`config.mk`:
```
export PLATFORM = sky130hd
export DESIGN_NAME = nfhp_host
export DESIGN_NICKNAME = d
export VERILOG_FILES = /design/src/core/nfhp_pkg.sv /design/src/core/nfhp_host.sv
export SDC_FILE = /design/constraint.sdc
export NUM_CORES = 1
export LEC_CHECK = 0
export BUFFER_PORTS_ARGS = -buffer_cell sky130_fd_sc_hd__buf_2
export CAP_MARGIN = 10
export CORE_MARGIN = 4
export CORE_UTILIZATION = 30
export DETAILED_ROUTE_END_ITERATION = 12
export PLACE_DENSITY_LB_ADDON = 0.2
export SLEW_MARGIN = 20
export SYNTH_ARGS = -nofsm -noshare
export SYNTH_HDL_FRONTEND = slang
export SYNTH_SLANG_ARGS = --single-unit
```
`constraint.sdc`:
```
create_clock -name clk -period 3.1 [get_ports clk]
set_input_delay 0.155 -clock clk [delete_from_list [all_inputs] [get_ports clk]]
set_output_delay 0.155 -clock clk [all_outputs]
set_load 0.05 [all_outputs]
```
`src/core/nfhp_pkg.sv`:
```
package nfhp_pkg;
   typedef enum logic [2:0] {
      NFHP_OP_CMD,
      NFHP_OP_ADDR,
      NFHP_OP_WRITE,
      NFHP_OP_READ,
      NFHP_OP_WAIT
   } nfhp_op_t;

   localparam logic [7:0] CMD_DATA_IN = 8'h80;
   localparam logic [7:0] CMD_READ_LO = 8'h00;
   localparam logic [7:0] CMD_READ_HI = 8'h01;
   localparam logic [7:0] CMD_READ_SPARE = 8'h50;
   localparam logic [7:0] CMD_RESET = 8'hFF;
   localparam logic [7:0] CMD_PROG = 8'h10;
   localparam logic [7:0] CMD_PROG_DUMMY = 8'h11;
   localparam logic [7:0] CMD_PROG_MULTI = 8'h15;
   localparam logic [7:0] CMD_ERASE_SETUP = 8'h60;
   localparam logic [7:0] CMD_ERASE_GO = 8'hD0;
   localparam logic [7:0] CMD_STATUS = 8'h70;
   localparam logic [7:0] CMD_STATUS_MULTI = 8'h71;
   localparam logic [7:0] CMD_ID = 8'h90;
   localparam logic [7:0] CMD_ID_ALT = 8'h91;

   localparam int PAGE_BYTES = 528;
   localparam int MAIN_BYTES = 512;
   localparam int SPARE_BYTES = 16;
   localparam int BLOCK_PAGES = 32;
   localparam int ARRAY_BLOCKS = 8192;

   localparam int ADDR_CYCLES = 4;
   localparam int ADDR_W = 26;
   localparam int COL_LSB = 0;
   localparam int PAGE_LSB = 8;
   localparam int BLOCK_LSB = 13;
   localparam int TOP_BITS = 2;
   localparam int STAT_FAIL_BIT = 0;
   localparam int STAT_READY_BIT = 6;
   localparam int STAT_UNPROT_BIT = 7;

   localparam int CLK_NS = 25;
   localparam int T_WP_NS = 25;
   localparam int T_WHR_NS = 30;
   localparam int T_RP_NS = 35;
   localparam int T_REH_NS = 15;
   localparam int T_WB_NS = 200;
   localparam int T_WW_NS = 100;
   localparam int WP_CYC = (T_WP_NS + CLK_NS - 1) / CLK_NS;
   localparam int HOLD_CYC = (T_WHR_NS + CLK_NS - 1) / CLK_NS;
   localparam int RP_CYC = (T_RP_NS + CLK_NS - 1) / CLK_NS;
   localparam int REH_CYC = (T_REH_NS + CLK_NS - 1) / CLK_NS;
   localparam int WB_CYC = (T_WB_NS + CLK_NS - 1) / CLK_NS;
   localparam int WW_CYC = (T_WW_NS + CLK_NS - 1) / CLK_NS;
endpackage : nfhp_pkg

```
`src/core/nfhp_host.sv`:
```
`timescale 1ns/1ps
// Notes on behaviour
// - Host drives logic-table pin encodings for command, address, data, read.
// - Host keeps chip-select low through the whole busy period.
// - Write-protect low inhibits program/erase; host holds it unchanged while busy.
// - Address is four latch cycles, least significant first.
// - Host drives upper six bus lines low in fourth address cycle.
// - Command set not decoded; only reset and status commands, or a wait, accepted while busy.
// - Command bit 7 maps to top bus line, bit 0 to bottom line.
module nfhp_host (
   input wire logic clk,
   input wire logic rst,
   input wire logic op_valid,
   output logic op_ready,
   input wire nfhp_pkg::nfhp_op_t op_kind,
   input wire logic [7:0] op_byte,
   input wire logic [nfhp_pkg::ADDR_W-1:0] op_addr,
   output logic [7:0] rd_data,
   output logic rd_valid,
   input wire logic rd_ready,
   input wire logic wp_allow,
   input wire logic deselect,
   output logic busy,
   output logic status_fail,
   output logic status_ready,
   output logic status_unprot,
   output logic cle,
   output logic ale,
   output logic ce_n,
   output logic we_n,
   output logic read_strobe_n,
   output logic wp_n,
   input wire logic [7:0] shared_byte_bus_in,
   output logic [7:0] shared_byte_bus_out,
   output logic shared_byte_bus_oe,
   input wire logic ready_busy_n
);
   typedef enum logic [2:0] {
      S_IDLE, S_SETUP, S_WLOW, S_WHOLD, S_RLOW, S_RHIGH, S_WBUSY, S_WREADY
   } nfhp_state_t;

   nfhp_state_t state_r, state_nxt;
   logic [3:0] cnt_r, cnt_nxt;
   logic [1:0] idx_r, idx_nxt;
   logic [nfhp_pkg::ADDR_W-1:0] addr_r, addr_nxt;
   logic cle_r, cle_nxt, ale_r, ale_nxt, we_n_r, we_n_nxt;
   logic re_n_r, re_n_nxt, ce_n_r, ce_n_nxt, oe_r, oe_nxt;
   logic [7:0] io_r, io_nxt;
   logic wp_n_r;
   logic [3:0] ww_cnt_r;
   logic [7:0] last_cmd_r;
   logic rb_s1_r, rb_s2_r, rb_s3_r, rb_ready_r;
   logic [7:0] buf_mem [0:1];
   logic buf_wr_r, buf_rd_r;
   logic [1:0] buf_cnt_r;
   logic stat_fail_r, stat_ready_r, stat_unprot_r;

   wire buf_full = (buf_cnt_r == 2'd2);
   wire push = (state_r == S_RLOW) && (cnt_r == 4'd0);
   wire pop = rd_valid && rd_ready;
   // Only reset and status are legal to a busy device
   wire busy_ok = (op_kind == nfhp_pkg::NFHP_OP_WAIT) ||
      ((op_kind == nfhp_pkg::NFHP_OP_CMD) &&
       ((op_byte == nfhp_pkg::CMD_RESET) ||
        (op_byte == nfhp_pkg::CMD_STATUS) ||
        (op_byte == nfhp_pkg::CMD_STATUS_MULTI)));
   wire read_ok = (op_kind != nfhp_pkg::NFHP_OP_READ) || !buf_full;
   wire wp_settled = (ww_cnt_r == 4'd0);
   wire idle_ok = (state_r == S_IDLE) && wp_settled;
   wire accept = op_valid && op_ready;
   wire kind_cmd = (op_kind == nfhp_pkg::NFHP_OP_CMD);
   wire kind_addr = (op_kind == nfhp_pkg::NFHP_OP_ADDR);
   wire [7:0] addr_top = {6'h00, addr_r[nfhp_pkg::ADDR_W-1 -: 2]};
   wire [1:0] idx_inc = idx_r + 2'd1;
   // Byte order low first; column then page bits A8 upward
   wire [7:0] addr_byte =
      (idx_inc == 2'd1) ? addr_r[15:8] :
      (idx_inc == 2'd2) ? addr_r[23:16] : addr_top;
   wire last_addr = (idx_r == 2'(nfhp_pkg::ADDR_CYCLES - 1));

   assign op_ready = idle_ok && read_ok && (rb_ready_r || busy_ok);
   assign rd_data = buf_mem[buf_rd_r];
   assign rd_valid = (buf_cnt_r != 2'd0);
   assign busy = !rb_ready_r;
   assign status_fail = stat_fail_r;
   assign status_ready = stat_ready_r;
   assign status_unprot = stat_unprot_r;
   assign cle = cle_r;
   assign ale = ale_r;
   assign ce_n = ce_n_r;
   assign we_n = we_n_r;
   assign read_strobe_n = re_n_r;
   assign wp_n = wp_n_r;
   assign shared_byte_bus_out = io_r;
   assign shared_byte_bus_oe = oe_r;

   always_comb begin
      state_nxt = state_r;
      cnt_nxt = cnt_r - 4'd1;
      idx_nxt = idx_r;
      addr_nxt = addr_r;
      cle_nxt = cle_r;
      ale_nxt = ale_r;
      we_n_nxt = we_n_r;
      re_n_nxt = re_n_r;
      ce_n_nxt = ce_n_r;
      oe_nxt = oe_r;
      io_nxt = io_r;
      case (state_r)
         S_IDLE: begin
            // Deselect only when ready so a page load is never cut short
            ce_n_nxt = deselect && rb_ready_r && wp_settled;
            if (accept) begin
               ce_n_nxt = 1'b0;
               idx_nxt = 2'd0;
               addr_nxt = op_addr;
               case (op_kind)
                  nfhp_pkg::NFHP_OP_CMD, nfhp_pkg::NFHP_OP_ADDR,
                  nfhp_pkg::NFHP_OP_WRITE: begin
                     // No page auto-advance: each address is sent whole
                     cle_nxt = kind_cmd;
                     ale_nxt = kind_addr;
                     io_nxt = kind_addr ? op_addr[7:0] : op_byte;
                     oe_nxt = 1'b1;
                     state_nxt = S_SETUP;
                  end
                  nfhp_pkg::NFHP_OP_READ: begin
                     oe_nxt = 1'b0;
                     re_n_nxt = 1'b0;
                     cnt_nxt = 4'(nfhp_pkg::RP_CYC - 1);
                     state_nxt = S_RLOW;
                  end
                  default: begin
                     cnt_nxt = 4'(nfhp_pkg::WB_CYC - 1);
                     state_nxt = S_WBUSY;
                  end
               endcase
            end
         end
         S_SETUP: begin
            we_n_nxt = 1'b0;
            cnt_nxt = 4'(nfhp_pkg::WP_CYC - 1);
            state_nxt = S_WLOW;
         end
         S_WLOW: begin
            if (cnt_r == 4'd0) begin
               we_n_nxt = 1'b1;
               cnt_nxt = 4'(nfhp_pkg::HOLD_CYC - 1);
               state_nxt = S_WHOLD;
            end
         end
         S_WHOLD: begin
            if (cnt_r == 4'd0) begin
               if (ale_r && !last_addr) begin
                  idx_nxt = idx_r + 2'd1;
                  io_nxt = addr_byte;
                  state_nxt = S_SETUP;
               end else begin
                  cle_nxt = 1'b0;
                  ale_nxt = 1'b0;
                  oe_nxt = 1'b0;
                  state_nxt = S_IDLE;
               end
            end
         end
         S_RLOW: begin
            if (cnt_r == 4'd0) begin
               re_n_nxt = 1'b1;
               cnt_nxt = 4'(nfhp_pkg::REH_CYC - 1);
               state_nxt = S_RHIGH;
            end
         end
         S_RHIGH: begin
            if (cnt_r == 4'd0)
               state_nxt = S_IDLE;
         end
         S_WBUSY: begin
            // Busy may not show until the write-to-busy delay has passed
            if (cnt_r == 4'd0)
               state_nxt = S_WREADY;
         end
         S_WREADY: begin
            if (rb_ready_r)
               state_nxt = S_IDLE;
         end
         default: state_nxt = S_IDLE;
      endcase
   end

   always_ff @(posedge clk or posedge rst) begin
      if (rst) begin
         state_r <= S_IDLE;
         cnt_r <= 4'h0;
         idx_r <= 2'd0;
         addr_r <= '0;
         cle_r <= 1'b0;
         ale_r <= 1'b0;
         we_n_r <= 1'b1;
         re_n_r <= 1'b1;
         ce_n_r <= 1'b1;
         oe_r <= 1'b0;
         io_r <= 8'h00;
      end else begin
         state_r <= state_nxt;
         cnt_r <= cnt_nxt;
         idx_r <= idx_nxt;
         addr_r <= addr_nxt;
         cle_r <= cle_nxt;
         ale_r <= ale_nxt;
         we_n_r <= we_n_nxt;
         re_n_r <= re_n_nxt;
         ce_n_r <= ce_n_nxt;
         oe_r <= oe_nxt;
         io_r <= io_nxt;
      end
   end

   // Write-protect moves only between operations on a ready device
   always_ff @(posedge clk or posedge rst) begin
      if (rst) begin
         wp_n_r <= 1'b0;
         ww_cnt_r <= 4'h0;
      end else if (state_r == S_IDLE && rb_ready_r &&
                   !accept && wp_n_r != wp_allow) begin
         wp_n_r <= wp_allow;
         ww_cnt_r <= 4'(nfhp_pkg::WW_CYC);
      end else if (ww_cnt_r != 4'h0) begin
         ww_cnt_r <= ww_cnt_r - 4'h1;
      end
   end

   // Change is taken once the second and third stages agree
   always_ff @(posedge clk or posedge rst) begin
      if (rst) begin
         rb_s1_r <= 1'b1;
         rb_s2_r <= 1'b1;
         rb_s3_r <= 1'b1;
         rb_ready_r <= 1'b1;
      end else begin
         rb_s1_r <= ready_busy_n;
         rb_s2_r <= rb_s1_r;
         rb_s3_r <= rb_s2_r;
         if (rb_s2_r == rb_s3_r)
            rb_ready_r <= rb_s3_r;
      end
   end

   always_ff @(posedge clk or posedge rst) begin
      if (rst)
         last_cmd_r <= 8'h00;
      else if (accept && op_kind == nfhp_pkg::NFHP_OP_CMD)
         last_cmd_r <= op_byte;
   end

   // Bus is sampled as the strobe rises, after the access time
   always_ff @(posedge clk or posedge rst) begin
      if (rst) begin
         buf_wr_r <= 1'b0;
         buf_rd_r <= 1'b0;
         buf_cnt_r <= 2'd0;
         buf_mem[0] <= 8'h00;
         buf_mem[1] <= 8'h00;
      end else begin
         if (push) begin
            buf_mem[buf_wr_r] <= shared_byte_bus_in;
            buf_wr_r <= !buf_wr_r;
         end
         if (pop)
            buf_rd_r <= !buf_rd_r;
         buf_cnt_r <= buf_cnt_r + 2'(push) - 2'(pop);
      end
   end

   always_ff @(posedge clk or posedge rst) begin
      if (rst) begin
         stat_fail_r <= 1'b0;
         stat_ready_r <= 1'b0;
         stat_unprot_r <= 1'b0;
      end else if (push && last_cmd_r == nfhp_pkg::CMD_STATUS) begin
         stat_fail_r <= shared_byte_bus_in[nfhp_pkg::STAT_FAIL_BIT];
         stat_ready_r <= shared_byte_bus_in[nfhp_pkg::STAT_READY_BIT];
         stat_unprot_r <= shared_byte_bus_in[nfhp_pkg::STAT_UNPROT_BIT];
      end
   end
endmodule : nfhp_host

```
==> results of run 1 <==
## worst paths after layout
| path | slack [ps] | start | cells after the start | endpoint |
|---|---|---|---|---|
| max | 730 | state_r[0]$_DFFE_PP0P_ | 5 | shared_byte_bus_out[6]$_DFFE_PP0P_ |
| min | 10 | op_addr[13] | 3 | addr_r[13]$_DFFE_PP0P_ |
| max reg2reg | 730 | state_r[0]$_DFFE_PP0P_ | 5 | shared_byte_bus_out[6]$_DFFE_PP0P_ |
| min reg2reg | 360 | rb_s1_r$_DFF_PP1_ | 0 | rb_s2_r$_DFF_PP1_ |
| max in group asynchronous | 2040 | rst | 4 | state_r[0]$_DFFE_PP0P_ |
| min in group asynchronous | 290 | rst | 3 | status_unprot$_DFFE_PP0P_ |
## flip-flops by register name (all words and copies together) (netlist names), 2 cells and up
register	cells
buf_cnt_r	2
ww_cnt_r	4
idx_r	2
cnt_r	4
shared_byte_bus_out	8
addr_r	18
state_r	3
buf_mem	16
last_cmd_r	8
## layout make-up
class | instances | area (um^2)
well taps | 172 | 215.2
repair buffers | 101 | 590.6
flip-flops and latches | 81 | 2036
multi-input cells | 263 | 1789
clock inverters | 6 | 65.06
fillers | 1285 | 7785
clock buffers | 10 | 239.0
inverters | 14 | 53.80
## repair_timing
action,in CTS,in global routing
hold buffers,13,0
gates resized for setup,0,0
setup buffers,0,0
endpoints found under the hold margin,27,0
## logic make-up (layout without fill, tap and decap cells)
group	after synthesis	after routing
AO/OA/AOI/OAI	54	54
adder cells (fa/ha/maj)	9	9
multiplexers	56	56
AND/OR/NAND/NOR	135	135
flip-flops	81	81
XOR/XNOR	9	9
buffers and inverters	32	131
## where the power goes
part           internal, mW  total [mW]  leakage, nW  switching [mW]
Combinational         0.606        1.59         1.23           0.984
Sequential             1.37        1.62         1.02           0.255
Clock                 0.648        1.09        0.149           0.441
Total                  2.62        4.30         2.40            1.68
## metal layers
metal  wire [um]  global-route usage, %  vias up
li1            -                      -     1482
met1        4316                  16.93     1437
met2        4627                  22.38       63
met3         484                  4.009       10
met4         119                  3.989        0
met5           0                      0        -
## critical path, stage by stage (launching register included)
cell       delay [ps]
dfrtp_1           530
or3_4             480
a2111oi_4         340
nand3_2           120
a22o_1            430
mux2_4            360
## placed cells by master (no fill, tap or decap), types with 3 or more instances in the layout
cell	synthesis	layout
dlygate4sd3_1	0	13
xnor2_1	8	8
mux2i_1	12	12
inv_1	14	13
a21oi_1	9	9
nor2_1	11	11
dfrtp_1	74	74
mux2_4	8	8
clkbuf_16	0	9
buf_4	1	8
o22ai_1	5	5
dfstp_2	7	7
o21ai_0	25	25
nand2_1	91	91
buf_2	2	80
nor3_1	4	4
nor3b_1	3	3
mux2_2	36	36
ha_1	8	8
nand3_1	5	5
clkinv_2	0	3
==> results_dict.tcl, run 1 <==
set metrics [dict create \
    setup_ws_ps 728.1 \
    fmax_ghz 0.4216 \
    end_kind "register" \
    irDropWorstVdd_uv 423.7 \
    yosysTopAreaCellShare_pct 46.78 \
    place.gp.congestion 0.8299 \
    cts.sinks 81 \
    yosysWarnings 0 \
    utilization_pct 39.05 \
    place_inst 618 \
    wl_mm 9.548 \
    slew_violations 0 \
    yosysMostFrequentCell "nand2_1" \
    hold_slack_ps 12.11 \
    synth_compound_area_share_pct 8.660 \
    die_area_um2 15100 \
    grt_pass1_wl_mm 15.55 \
    wl_per_cell_um 14.76 \
    synthAdderAreaFrac_pct 2.781 \
    drc 0 \
    core_area_um2 12770 \
    ys_ff_latch 81 \
    io_pins 81 \
    relSlewSlack_pct 55.81 \
    hold_viol_final 0 \
    dr.pass1.iters 5 \
    hold_path_class "primary input to register" \
    layoutNonFillerInstCount 647 \
    ant_nets 0 \
    portBuffers 80 \
    drive_gt1_share_pct 34.32 \
    synthFlopType "dfrtp_1" \
    rsz0062_at_grt "false" \
    required_ps 3330 \
    yosys-top-cells-count "nand2_1, dfrtp_1, mux2_2" \
    yosysTopAreaCell "dfrtp_1" \
    arrival_ps 2600 \
    die_h_um 122.9 \
    place_hpwl_mm 7.037 \
    cp_max_fo 15 \
    cts_tree "yes" \
    via_count 2992 \
    place_area_um2 4554 \
    initial_core_util_pct 30.99 \
    area_growth_pct 26.01 \
    synth_cells 376 \
    fin_total_pwr_mw 4.300 \
    setup_viol 0 \
    nets 530 \
    finalSetupTns_ps 0 \
    min_period_over_period_pct 76.51 \
    synth_fp_nets 436 \
    clock_latency_ps 340 \
    final_area_um2 4989 \
    yosys.area_share.xor_xnor_pct 1.991 \
    critPathKind "register to register" \
    cts_buffers 9 \
    synth-simple-area-share_pct 15.46 \
    status "finished clean" \
    max_slew.worst_pin.slew_ps 658.4 \
    synth_top_family_by_area "multiplexers" \
    std_cell_rows 41 \
    yosysSeqAreaShare_pct 51.42 \
    clockRootBuffer "clkbuf_16" \
    grt_usage_pct 13.47 \
    n_antenna_cell 0 \
    viasPerCell 4.624 \
    synthArstFlopShare_pct 100.0 \
    max-cap-violations 0 \
    avgSynthCellArea_um2 10.53 \
    cellLeakagePower_nw 2.402 \
    syn_area_um2 3959 \
    synth_area_leaders "dfrtp_1, mux2_2, nand2_1, dfstp_2, o21ai_0" \
    powerDensity_nw_per_um2 862.0 \
    antenna_found_initial 0 \
    die_width_um 122.9 \
    synth_edf_count 0 \
    place_ws_ps 714.3 \
    cts.htree.levels 3 \
    grt_max_degree 37 \
    drt_first_iter_violations 136 \
    cts.clk_slew.worst_paths_ps 60 \
    worstSetupStartpointType "register" \
    synth.mux.area_fraction_pct 16.31 \
    synth_cell_types 52 \
    overflow 0 \
    grt_pass1_vias 3077 \
    cts_buffer_depth 2 \
    skew_ps 8.263 \
    fin_crit_ps 2372 \
]
No activity file was read; power rests on OpenSTA's default activity.
==> run 2: changes to the inputs <==
- ABC_AREA: default -> 1
- clock period: 3.1 -> 2.3 ns (I/O delays scaled with it)
==> results_dict.tcl, run 2 <==
set metrics [dict create \
    status "finished clean" \
    synth_cell_types 42 \
    setup_ws_ps 209.9 \
    synth_area_leaders "dfrtp_1, nand2_1, o21ai_0, inv_1, dfstp_2" \
    wl_mm 10.36 \
    cts_resized 0 \
    viasPerCell 4.547 \
    antenna_found_initial 0 \
    io_pins 81 \
    synth_fp_nets 570 \
    grt_usage_pct 13.53 \
    min_to "addr_r[19]$_DFFE_PP0P_" \
    std_cell_rows 42 \
    cts_buffer_depth 2 \
    largest_reg_flops 18 \
    synth_edf_count 0 \
    drt_first_iter_violations 153 \
    layoutNonFillerInstCount 777 \
    hold_path_class "primary input to register" \
    syn_area_um2 4180 \
    final_common_cell "nand2_1" \
    rrSetupSlack_ps 260 \
    drc 0 \
    synthArstFlopShare_pct 100.0 \
    worstSetupStartpointType "register" \
    cts_tree "yes" \
    required_ps 2180 \
    portBuffers 80 \
    utilization_pct 38.05 \
    n_antenna_cell 0 \
    fill_cells 1432 \
    die_area_um2 15890 \
    cts_buffers 9 \
    synth_cells 510 \
    initial_core_util_pct 31.07 \
    grt_pass1_wl_mm 17.37 \
    drive_gt1_share_pct 23.96 \
    arrival_ps 1980 \
    skew_ps 7.288 \
    setup_viol 0 \
    grt_max_degree 47 \
    yosys-top-cells-count "nand2_1, dfrtp_1, inv_1" \
    avgSynthCellArea_um2 8.197 \
    largest-register "addr_r" \
    powerDensity_nw_per_um2 1422 \
    rsz0062_at_grt "false" \
    core_area_um2 13450 \
    irDropWorstVdd_uv 521.7 \
    ys_ff_latch 81 \
    critPathKind "register to primary output" \
    hold_slack_ps 12.72 \
    max-cap-violations 0 \
    holdBufCountCts 3 \
    yosysWarnings 0 \
    dr.pass1.iters 5 \
    cts.sinks 81 \
    yosysSeqAreaShare_pct 48.70 \
    yosysMostFrequentCell "nand2_1" \
    fmax_ghz 0.4784 \
    overflow 0 \
    max_slew.worst_pin.slew_ps 723.4 \
    fin_crit_ps 2090 \
    slew_violations 0 \
    finalSetupTns_ps 0 \
    rr_worst_depth 12 \
    relSlewSlack_pct 51.77 \
    place_hpwl_mm 7.953 \
    layout_common_cells "nand2_1, buf_2, dfrtp_1" \
    min_from "op_addr[19]" \
    final_area_um2 5119 \
    hold_depth 3 \
    cp_max_fo 4 \
    cts.htree.levels 3 \
    postCtsSetupRepairBufs 0 \
    yosysTopAreaCellShare_pct 44.30 \
    die_width_um 126.0 \
    hold_viol_final 0 \
    clock_latency_ps 340 \
    clockRootBuffer "clkbuf_16" \
    ant_nets 0 \
    cts.clk_slew.worst_paths_ps 60 \
    synthFlopType "dfrtp_1" \
    via_count 3533 \
    min_period_over_period_pct 90.88 \
    place_area_um2 4791 \
    area_growth_pct 22.45 \
    yosysTopAreaCell "dfrtp_1" \
    fin_total_pwr_mw 7.278 \
    wl_per_cell_um 13.34 \
    end_kind "primary output" \
    place_inst 758 \
    place.gp.congestion 0.8777 \
    place_ws_ps 228.3 \
    nets 656 \
    r2r-end "state_r[1]$_DFFE_PP0P_" \
    grt_pass1_vias 3478 \
    reg2reg_from "ww_cnt_r[0]$_DFFE_PP0P_" \
    die_h_um 126.0 \
    cellLeakagePower_nw 2.640 \
    reg_top3 "addr_r x18, buf_mem x16" \
]
-- run 2: cell types whose count changed after synthesis, moves of 6 or more --
| cell | previous run | this run |
|---|---|---|
| inv_1 | 14 | 69 |
| nand2_1 | 91 | 139 |
| mux2_2 | 36 | 0 |
| o21ai_0 | 25 | 59 |
| o21ai_2 | 0 | 16 |
| nor2_1 | 11 | 26 |
| mux2i_1 | 12 | 0 |
| nand3_1 | 5 | 14 |
| mux2_4 | 8 | 0 |
| o21ai_1 | 0 | 7 |
| a21oi_1 | 9 | 15 |
| nand4_1 | 2 | 8 |
-- run 2: final cells by class --
| class | instances | area (um^2) | share of cell area [%] |
|---|---|---|---|
| inverter | 74 | 279.0 | 5.451 |
| sequential | 81 | 2036 | 39.77 |
| timing repair buffer | 92 | 510.5 | 9.973 |
| clock buffer | 11 | 242.7 | 4.742 |
| tap | 176 | 220.2 | 4.302 |
| clock inverter | 5 | 55.05 | 1.076 |
| multi-input combinational | 338 | 1775 | 34.69 |
-- run 2: per-layer routing --
metal / share of wire (%) / up-vias / track usage, %
li1: - / 1807 / -
met1: 49 / 1630 / 18.86
met2: 45 / 84 / 20.47
met3: 4.8 / 12 / 3.260
met4: 1.7 / 0 / 4.921
met5: 0 / - / 0
-- run 2: report_power, final --
part           leakage [nW]  internal, mW  switching [mW]
combinational          1.55          1.04            2.33
clock                 0.142         0.866           0.570
sequential            0.949          2.05           0.422
total                  2.64          3.95            3.32
-- run 2: worst max-delay path, cell delays in order, from the launching register on --
cell	delay, ps
dfrtp_1	390
inv_1	110
ha_1	150
nand2_1	80
nor2_1	170
nand2_2	100
a31oi_4	210
and2_1	170
buf_2	260
-- run 2: kinds of logic after synthesis --
family,after synthesis,share of synthesized area [%]
simple gates,209,22.00
fa+ha+maj,9,2.634
buf+inv,91,8.829
compound gates,113,16.37
xor+xnor,7,1.467
flops,81,48.70
-- run 2: worst max-delay path by stage --
stage                                 start  slack [ps]  cells after the start                        end
global placement     state_r[0]$_DFFE_PP0P_         290                      7     buf_mem[9]$_DFFE_PP0P_
detailed placement  ww_cnt_r[0]$_DFFE_PP0P_         230                     10  last_cmd_r[0]$_DFFE_PP0P_
finish              ww_cnt_r[0]$_DFFE_PP0P_         210                      8                   op_ready
global route        ww_cnt_r[0]$_DFFE_PP0P_          30                     10  last_cmd_r[3]$_DFFE_PP0P_
floorplan                               rst         120                      1     addr_r[10]$_DFFE_PP0P_
CTS                 ww_cnt_r[0]$_DFFE_PP0P_         170                      8                   op_ready
==> run 3: changes to the inputs <==
- CORE_UTILIZATION: 30 -> 53
- PLACE_DENSITY: default -> 0.85
- PLACE_DENSITY_LB_ADDON: 0.2 -> default
==> results_dict.tcl, run 3 (synthesis gave the netlist of run 2 again) <==
set metrics [dict create \
    grt_max_degree 82 \
    max-cap-violations 0 \
    die_width_um 96.81 \
    setup_viol 0 \
    largest-register "addr_r" \
    cts.htree.levels 3 \
    slew_violations 0 \
    fmax_ghz 0.4681 \
    max_slew.worst_pin.slew_ps 677.7 \
    grt_usage_pct 22.22 \
    antenna_found_initial 0 \
    critical-path-top-delay-family "simple AND/OR/NAND/NOR gates" \
    drc 0 \
    path_cells "inv_1, ha_1, nand2_1, nor2_1, nand2_2, a31oi_4, and2_1, buf_2" \
    fin_total_pwr_mw 7.033 \
    required_ps 2180 \
    dr.pass1.iters 5 \
    cp_max_fo 4 \
    p_clk_share_pct 16.4 \
    place_hpwl_mm 7.071 \
    min_period_over_period_pct 92.89 \
    cts_buffers 9 \
    grt_pass1_vias 3731 \
    die_area_um2 9372 \
    clock_latency_ps 360 \
    grt_pass1_wl_mm 17.16 \
    hold_viol_final 0 \
    cts.sinks 81 \
    via_count 3739 \
    largest_reg_flops 18 \
    utilization_pct 65.22 \
    reg_top3 "addr_r x18, buf_mem x16" \
    status "finished clean" \
    rsz0062_at_grt "false" \
    layout_common_cells "nand2_1, buf_2, dfrtp_1" \
    setup_ws_ps 163.6 \
    p_int_mw 3.686 \
    cts_tree "yes" \
    cellLeakagePower_nw 2.624 \
    crit_buf_inv 2 \
    postCtsSetupRepairBufs 0 \
    cpPeakStageDelay_ps 400 \
    p_sw_mw 3.347 \
    place_ws_ps 110.6 \
    io_pins 81 \
    fill_cells 643 \
    skew_ps 9.634 \
    wl_mm 9.949 \
    place_inst 680 \
    area_growth_pct 19.93 \
    initial_core_util_pct 54.38 \
    critPathKind "register to primary output" \
    fin_crit_ps 2136 \
    cts_buffer_depth 2 \
    powerDensity_nw_per_um2 1403 \
    irDropWorstVdd_uv 737.7 \
    relSlewSlack_pct 54.82 \
    end_kind "primary output" \
    std_cell_rows 32 \
    cts.clk_slew.worst_paths_ps 90 \
    clockRootBuffer "clkbuf_8" \
    ant_nets 0 \
    sw_frac_of_total_pct 47.59 \
    portBuffers 80 \
    n_antenna_cell 0 \
    final_common_cell "nand2_1" \
    place.gp.congestion 0.9502 \
    nets 661 \
    wl_per_cell_um 14.05 \
    pwr-share-seq_pct 35.2 \
    drive_gt1_share_pct 23.10 \
    die_h_um 96.81 \
    viasPerCell 5.281 \
    cpMaxStageDelayCell "dfrtp_1" \
    arrival_ps 2020 \
    worstSetupStartpointType "register" \
    pwr-share-comb_pct 48.3 \
    hold_path_class "primary input to register" \
    layoutNonFillerInstCount 708 \
    finalSetupTns_ps 0 \
    drt_first_iter_violations 232 \
    core_area_um2 7687 \
    overflow 0 \
]
run 3: layout make-up:
class	count	area, um^2	area share [%]
repair buffers	97	570.5	11.38
multi-input cells	338	1780	35.51
clock buffers	10	127.6	2.546
well taps	102	127.6	2.546
inverters	74	279.0	5.565
flip-flops and latches	81	2036	40.60
clock inverters	6	92.59	1.847
run 3: what timing repair did:
action	in CTS	in global routing
endpoints found under the setup margin	0	8
hold endpoints to repair	85	0
gates resized for setup	0	1
hold buffers	12	0
run 3: worst paths after layout:
path                                         start                                  to  slack [ps]  depth (start not counted)
max                        ww_cnt_r[0]$_DFFE_PP0P_                            op_ready         160                          8
min                                    op_addr[24]              addr_r[24]$_DFFE_PP0P_           5                          3
max reg2reg                ww_cnt_r[0]$_DFFE_PP0P_  shared_byte_bus_out[0]$_DFFE_PP0P_         180                         11
min reg2reg                      rb_s1_r$_DFF_PP1_                   rb_s2_r$_DFF_PP1_         360                          0
max in group asynchronous                      rst              rb_ready_r$_DFFE_PP1N_        1560                          4
min in group asynchronous                      rst           status_unprot$_DFFE_PP0P_         380                          4
run 3: stage by stage:
stage,hold slack (ps),instance area (um^2)
global route,1.323,5014
detailed placement,221.6,4668
finish,4.719,5014
CTS,1.082,5009
floorplan,119.5,4180
global placement,220.4,4668
run 3: routing by layer:
| metal | routed length (um) | track usage, % | vias up |
|---|---|---|---|
| met5 | 0 | 0 | - |
| met1 | 4285 | 29.40 | 1767 |
| met3 | 621 | 6.128 | 34 |
| met4 | 269 | 8.207 | 0 |
| met2 | 4773 | 35.03 | 128 |
| li1 | - | - | 1810 |
run 3: power groups by stage:
stage | clock [mW] | combinational [mW] | sequential, mW
after floorplan | 0 | 2.26 | 2.79
after global placement | 0 | 3.25 | 2.46
after detailed placement | 0 | 3.35 | 2.49
after CTS | 1.17 | 3.40 | 2.47
after global routing | 1.23 | 3.74 | 2.54
final | 1.16 | 3.40 | 2.48
run 3: worst register-to-register path, stage by stage (launching register included):
cell and delay (ps):
dfrtp_1 400, inv_1 110, ha_1 160, nand2_1 80, nor2_1 160, nand2_2 100
a31oi_4 220, nand3_4 170, nand2_2 250, nand2_4 190, nand2_1 120, o21ai_2 60
